<file path="config.mk">
export PLATFORM = sky130hd
export DESIGN_NAME = dvsw_ctrl
export DESIGN_NICKNAME = d
export VERILOG_FILES = /design/src/rtl/dvsw_pkg.sv /design/src/rtl/dvsw_ctrl.sv
export SDC_FILE = /design/constraint.sdc
export NUM_CORES = 1
export LEC_CHECK = 0
export BUFFER_PORTS_ARGS = -buffer_cell sky130_fd_sc_hd__buf_2
export CAP_MARGIN = 20
export CORE_MARGIN = 4
export CORE_UTILIZATION = 49
export DETAILED_ROUTE_END_ITERATION = 12
export GPL_TIMING_DRIVEN = 0
export PLACE_DENSITY = 0.75
export SKIP_CTS_REPAIR_TIMING = 1
export SYNTH_ARGS = -nofsm -noshare
export SYNTH_HDL_FRONTEND = slang
export SYNTH_SLANG_ARGS = --single-unit
</file>
<file path="constraint.sdc">
create_clock -name clk -period 1.8 [get_ports clk]
set_input_delay 0.09 -clock clk [delete_from_list [all_inputs] [get_ports clk]]
set_output_delay 0.09 -clock clk [all_outputs]
set_load 0.01 [all_outputs]
</file>
<file path="src/rtl/dvsw_pkg.sv">
// Package for the converter setting-select and watchdog-restore control block.
// Assumes a single 25 MHz clock and a simple byte-wide register port.
package dvsw_pkg;

  // Register byte addresses of the four setting-select registers
  localparam logic [7:0] CH1_SETTING_SELECT_ADDR = 8'h52;
  localparam logic [7:0] CH2_SETTING_SELECT_ADDR = 8'h6C;
  localparam logic [7:0] CH3_SETTING_SELECT_ADDR = 8'h86;
  localparam logic [7:0] CH4_SETTING_SELECT_ADDR = 8'hA0;

  // Field layout of a setting-select register
  localparam int SEL_MODE_LSB = 0;
  localparam int SEL_MODE_MSB = 1;
  localparam int SEL_POL_BIT = 2;
  localparam int SEL_USED_MSB = 2;

  // Mode codes of the two-bit selection field
  localparam logic [1:0] SEL_MODE_FIRST = 2'h0;
  localparam logic [1:0] SEL_MODE_PIN = 2'h2;

  // Reset value of a setting-select register
  localparam logic [7:0] SETTING_SELECT_RESET = 8'h00;

  // Channel count
  localparam int NUM_CH = 4;

  // Watchdog-restore debounce: least time, clock rate and derived cycle count
  localparam int WDOG_DEBOUNCE_US = 100;
  localparam int CLK_FREQ_MHZ = 25;
  localparam int WDOG_DEBOUNCE_CYCLES = WDOG_DEBOUNCE_US * CLK_FREQ_MHZ;
  localparam int WDOG_CNT_W = 12;

  // Debounce progress states, Gray coded from IDLE through COUNT to HELD
  typedef enum logic [1:0] {
    DVSW_WD_IDLE = 2'b00,
    DVSW_WD_COUNT = 2'b01,
    DVSW_WD_HELD = 2'b11
  } dvsw_wd_state_t;

endpackage

</file>
<file path="src/rtl/dvsw_ctrl.sv">
// Setting-select, watchdog-restore and master-enable control for four channels.
// Assumes pins are asynchronous to clk and a byte-wide register port from the
// serial interface logic (address, write strobe, write data, read data).
//
// Overview of operation
// RULE1: Field code 10 hands the setting choice to the channel's select pin.
// RULE2: Bit 2 sets the polarity used to read the channel's select pin.
// RULE3: Documented polarity: pin high picks first setting, pin low picks second.
// RULE4: Field resets to 00; first setting used and select pin ignored.
// RULE5: Selection registers sit at ch1_setting_select, ch2_setting_select, ch3_setting_select, ch4_setting_select, same layout.
// RULE6: Held-low restore pin returns voltage and scaling registers to defaults; code clears only the select registers and raises restore_defaults.
// RULE7: Restore pin must stay low at least 100 us before it acts.
// RULE8: Enable pin high runs converters; low forces shutdown.
// RULE9: Select, restore and enable pins pass two flip-flops before use.
`timescale 1ns/10ps
`default_nettype none

module dvsw_ctrl
(
  input wire logic clk,
  input wire logic nrst,
  input wire logic ch1_setting_select_pin,
  input wire logic ch2_setting_select_pin,
  input wire logic ch3_setting_select_pin,
  input wire logic ch4_setting_select_pin,
  input wire logic watchdog_restore_pin,
  input wire logic enable_pin,
  input wire logic [7:0] reg_addr,
  input wire logic reg_wr,
  input wire logic [7:0] reg_wdata,
  output logic [7:0] reg_rdata,
  output logic [3:0] use_second_setting,
  output logic restore_defaults,
  output logic converters_run
);

  ////////////////////////////////////////////////////////////////////////////
  // State

  typedef struct packed {
    logic [3:0][7:0] sel;
    logic [5:0] sync1;
    logic [5:0] sync2;
    dvsw_pkg::dvsw_wd_state_t wd_state;
    logic [dvsw_pkg::WDOG_CNT_W-1:0] wd_cnt;
    logic [7:0] rdata;
    logic [3:0] second;
    logic restore;
    logic run;
  } dvsw_state_t;

  dvsw_state_t state_reg;
  dvsw_state_t state_next;

  // Address decode: channel index of a selection register, or none
  function automatic logic [2:0] dvsw_decode(input logic [7:0] addr);
    logic [2:0] hit;
    hit = 3'h4;
    unique case (addr)
      dvsw_pkg::CH1_SETTING_SELECT_ADDR: hit = 3'h0;
      dvsw_pkg::CH2_SETTING_SELECT_ADDR: hit = 3'h1;
      dvsw_pkg::CH3_SETTING_SELECT_ADDR: hit = 3'h2;
      dvsw_pkg::CH4_SETTING_SELECT_ADDR: hit = 3'h3;
      default: hit = 3'h4;
    endcase
    return hit;
  endfunction

  // Setting choice of one channel from its register and synchronised pin
  function automatic logic dvsw_pick_second(input logic [7:0] sel, input logic pin);
    logic second;
    second = 1'b0;
    if (sel[dvsw_pkg::SEL_MODE_MSB:dvsw_pkg::SEL_MODE_LSB] == dvsw_pkg::SEL_MODE_PIN) // RULE1
    begin
      // Polarity clear: high pin gives the first setting, low the second
      second = ~(pin ^ sel[dvsw_pkg::SEL_POL_BIT]); // RULE2 RULE3
    end
    else
    begin
      second = 1'b0; // RULE4
    end
    return second;
  endfunction

  ////////////////////////////////////////////////////////////////////////////
  // Next-state logic

  always_comb
  begin
    logic [2:0] wr_hit;
    logic [2:0] rd_hit;
    logic [3:0] pins;
    logic wd_low;
    wr_hit = dvsw_decode(reg_addr);
    rd_hit = dvsw_decode(reg_addr);
    pins = '0;
    wd_low = 1'b0;
    state_next = state_reg;

    // Two-stage synchronisers; only sync2 feeds logic
    state_next.sync1 = {enable_pin, watchdog_restore_pin, ch4_setting_select_pin,
                        ch3_setting_select_pin, ch2_setting_select_pin,
                        ch1_setting_select_pin}; // RULE9
    state_next.sync2 = state_reg.sync1; // RULE9
    pins = state_reg.sync2[3:0];
    wd_low = ~state_reg.sync2[4];

    // Register writes; unused bits are kept at zero
    if (reg_wr && (wr_hit != 3'h4)) // RULE5
    begin
      state_next.sel[wr_hit[1:0]] = {5'h00, reg_wdata[dvsw_pkg::SEL_USED_MSB:0]};
    end

    // Register reads; unmapped addresses read zero
    if (rd_hit != 3'h4) // RULE5
    begin
      state_next.rdata = state_reg.sel[rd_hit[1:0]];
    end
    else
    begin
      state_next.rdata = 8'h00;
    end

    // Watchdog-restore debounce, counted on the synchronised level
    state_next.restore = 1'b0;
    unique case (state_reg.wd_state)
      dvsw_pkg::DVSW_WD_IDLE:
      begin
        state_next.wd_cnt = '0;
        if (wd_low)
        begin
          state_next.wd_state = dvsw_pkg::DVSW_WD_COUNT;
        end
      end
      dvsw_pkg::DVSW_WD_COUNT:
      begin
        if (!wd_low)
        begin
          state_next.wd_state = dvsw_pkg::DVSW_WD_IDLE;
        end
        else if (state_reg.wd_cnt ==
                 dvsw_pkg::WDOG_CNT_W'(dvsw_pkg::WDOG_DEBOUNCE_CYCLES - 1)) // RULE7
        begin
          state_next.wd_state = dvsw_pkg::DVSW_WD_HELD;
          state_next.restore = 1'b1; // RULE6
        end
        else
        begin
          state_next.wd_cnt = state_reg.wd_cnt + 1'b1;
        end
      end
      dvsw_pkg::DVSW_WD_HELD:
      begin
        // Defaults held while the pin stays low
        state_next.restore = wd_low; // RULE6
        if (!wd_low)
        begin
          state_next.wd_state = dvsw_pkg::DVSW_WD_IDLE;
        end
      end
      default:
      begin
        state_next.wd_state = dvsw_pkg::DVSW_WD_IDLE;
      end
    endcase

    // Restore pulls the four setting-select registers back to factory values too
    if (state_next.restore) // RULE6
    begin
      for (int i = 0; i < dvsw_pkg::NUM_CH; i++)
      begin
        state_next.sel[i] = dvsw_pkg::SETTING_SELECT_RESET;
      end
    end

    // Per-channel setting choice
    for (int i = 0; i < dvsw_pkg::NUM_CH; i++)
    begin
      state_next.second[i] = dvsw_pick_second(state_reg.sel[i], pins[i]);
    end

    // Master enable
    state_next.run = state_reg.sync2[5]; // RULE8
  end

  ////////////////////////////////////////////////////////////////////////////
  // State register

  always_ff @(posedge clk)
  begin
    if (!nrst)
    begin
      for (int i = 0; i < dvsw_pkg::NUM_CH; i++)
      begin
        state_reg.sel[i] <= dvsw_pkg::SETTING_SELECT_RESET; // RULE4
      end
      state_reg.sync1 <= 6'h00;
      state_reg.sync2 <= 6'h00;
      state_reg.wd_state <= dvsw_pkg::DVSW_WD_IDLE;
      state_reg.wd_cnt <= '0;
      state_reg.rdata <= 8'h00;
      state_reg.second <= 4'h0;
      state_reg.restore <= 1'b0;
      state_reg.run <= 1'b0;
    end
    else
    begin
      state_reg <= state_next;
    end
  end

  ////////////////////////////////////////////////////////////////////////////
  // Outputs, each straight from a flip-flop

  assign reg_rdata = state_reg.rdata;
  assign use_second_setting = state_reg.second;
  assign restore_defaults = state_reg.restore;
  assign converters_run = state_reg.run;

endmodule

`default_nettype wire

</file>
==> impl_metrics.tcl <==
set metrics [dict create \
    outcome "finished, violations left" \
    failed_checks "hold timing, setup timing" \
    fillers 341 \
    via_count_of_the_first_global_routing_pass 1524 \
    worstHoldPathType "input pin to register" \
    post_route_hold_slack_ns -0.0122 \
    synth-async-reset-ratio_pct 0 \
    routability_driven_placement_congestion_ratio 0.829 \
    design.portCount 39 \
    post_synth_num_cell_types 48 \
    max-clock-path-buffers 2 \
    share_of_synthesized_area_occupied_by_flip_flops_and_latches_pct 46.2 \
    area_growth_syn_to_layout_pct 24.8 \
    mappedNetlistArea_mm2 0.00204 \
    setup_repair_after_global_routing_missed_its_margin "yes" \
    ir_worst_vdd_uv 705 \
    critical_path_arrival_ns 2.18 \
    start_util_pct 50.9 \
    synth-warning-count 0 \
    final.setup_skew_ns 0.00935 \
    synth-seq-cells 47 \
    die_width_um 72.5 \
    worstSetupEndpointType "register" \
    flip_flop_count_of_the_largest_register_after_layout 31 \
    detailedRoute.firstPassIterationCount 4 \
    cellPowerDensity_mw_per_mm2 781 \
    drcViolationCount 0 \
    report.final.setup_viol 22 \
    gate_count_post_synth 206 \
    fin_ws_ns -0.148 \
    vias 1664 \
    diodes 0 \
    grt_overflow_total 0 \
    final-max-slew-violation-count 0 \
    number_of_flops_mapped_to_enable_cells_by_yosys 0 \
    grt_pass1_wl_mm 6.69 \
    core_area_mm2 0.00400 \
    clock_sinks 47 \
    finalHoldViolCount 2 \
    tightestPinTransition_ns 0.974 \
    finish.utilization_pct 63.5 \
    clockRootBuffer "sky130_fd_sc_hd__clkbuf_8" \
    count_of_antenna_violating_nets_left_after_detailed_routing 0 \
    track_usage_pct 16.2 \
    synthFlopType "sky130_fd_sc_hd__dfxtp_1" \
    clk_latency_worst_skew_pair_ns 0.30 \
    syn_area_per_cell_um2 9.88 \
    final_common_cell "sky130_fd_sc_hd__dfxtp_1" \
    final_net_count 283 \
    initial_antenna_violation_count 0 \
    tritoncts.num_buffers 5 \
    path_class "register to register" \
    preCtsSetupSlack_ns -0.143 \
    die_extent_in_y_um 72.5 \
    io_buffer_count 28 \
    wl_mm 4.27 \
    drtIter0Drc 87 \
    place_hpwl_mm 2.85 \
    cp.required_ns 2.03 \
    cts_htree_levels 2 \
    layout.area.seq_um2 950 \
    post-layout-total-power_mw 1.98 \
    avgRoutedWirePerCell_um 13.9 \
    maximum_achievable_frequency_ghz 0.513 \
    clk_pin_slew_worst_paths_ns 0.09 \
    period_minus_slack_ns 1.95 \
    p_leak_nw 1.09 \
    cts_tree "yes" \
    tns_ns -2.10 \
    design.die.area_mm2 0.00525 \
    critPathLaunchType "register" \
    maxCapViolations 0 \
    num_rows 23 \
    layout.cells.most_common_list "sky130_fd_sc_hd__dfxtp_1, sky130_fd_sc_hd__buf_2, sky130_fd_sc_hd__buf_4" \
    viasPerCell 5.40 \
    critPathMaxFanout 6 \
    post_route_cells_drive_above_1_share_pct 31.4 \
    area_used_by_multi_input_combinational_logic_mm2 0.00103 \
    grt_max_degree 17 \
    final_min_period_over_clock_period_pct 108 \
    max_slew_margin_pct 34.2 \
]
==> metal layers <==
layer / global-route usage [%] / routed length [um] / part of all wire [%] / up-vias
met5: 0 / 0 / 0 / -
met4: 6.15 / 57 / 1.3 / 0
met3: 4.16 / 239 / 5.6 / 4
met2: 25.4 / 2010 / 47 / 48
met1: 21.6 / 1960 / 46 / 766
li1: - / - / - / 846
==> worst max-delay path, stage by stage (launching register included) <==
cell                      delay (ns)
sky130_fd_sc_hd__dfxtp_4        0.39
sky130_fd_sc_hd__ha_4           0.15
sky130_fd_sc_hd__or4bb_4        0.50
sky130_fd_sc_hd__o31ai_4        0.35
sky130_fd_sc_hd__buf_6          0.17
sky130_fd_sc_hd__buf_6          0.12
sky130_fd_sc_hd__o31ai_1        0.08
sky130_fd_sc_hd__a21oi_1        0.12
==> power by group <==
group	total, mW	switching (mW)	internal (mW)
logic	0.131	0.0664	0.0642
clock network	0.789	0.371	0.418
registers	1.06	0.00995	1.05
==> cell families after synthesis <==
kind of cell	share of synthesized area, %
and+or+nand+nor	23.1
DFF	46.2
AOI/OAI and AO/OA	15.6
buffers and inverters	6.64
muxes	5.90
xor gates and xnor gates	1.72
adders and majority gates	0.615
other	0.184
==> cells in the mapped netlist, types with 3 or more instances <==
library cell,count,area (um^2)
sky130_fd_sc_hd__inv_1,4,15.0
sky130_fd_sc_hd__o31ai_1,3,22.5
sky130_fd_sc_hd__nor2_1,15,56.3
sky130_fd_sc_hd__a21oi_1,9,45.0
sky130_fd_sc_hd__dfxtp_1,47,941
sky130_fd_sc_hd__nand2_1,15,56.3
sky130_fd_sc_hd__and2_1,14,87.6
sky130_fd_sc_hd__o21ai_0,3,15.0
sky130_fd_sc_hd__nand3_1,10,50.1
sky130_fd_sc_hd__buf_4,12,90.1
sky130_fd_sc_hd__nor3_1,4,20.0
sky130_fd_sc_hd__nor4b_1,3,26.3
sky130_fd_sc_hd__a32oi_1,4,35.0
sky130_fd_sc_hd__mux2i_1,12,120
sky130_fd_sc_hd__or4_1,4,30.0
sky130_fd_sc_hd__nand4_1,3,18.8
sky130_fd_sc_hd__xor2_1,4,35.0
sky130_fd_sc_hd__a22o_1,3,26.3
==> metrics by stage <==
step	hold WS (ns)	area, um^2	std cells
floorplan	0.217	2070	210
global placement	0.296	2270	288
detailed placement	0.300	2270	288
CTS	-0.0238	2380	296
global route	0.00432	2540	308
finish	-0.0122	2540	308
==> area by class of cell <==
| class | count | area share (%) |
|---|---|---|
| tap | 50 | 2.46 |
| clock inverter | 3 | 1.82 |
| clock buffer | 5 | 2.71 |
| buffer | 16 | 4.73 |
| sequential | 47 | 37.4 |
| timing repair buffer | 40 | 9.75 |
| multi-input combinational | 143 | 40.6 |
| inverter | 4 | 0.591 |
==> worst paths after layout <==
path	start	depth (start not counted)	endpoint	slack, ns
worst max-delay path	state_reg[14]	7	state_reg[22]	-0.15
worst min-delay path	ch2_setting_select_pin	2	state_next[29]	-0.01
worst max register to register	state_reg[14]	7	state_reg[22]	-0.15
worst min register to register	state_next[33]	1	state_next[0]	0.44
No activity file was read; power rests on OpenSTA's default activity.
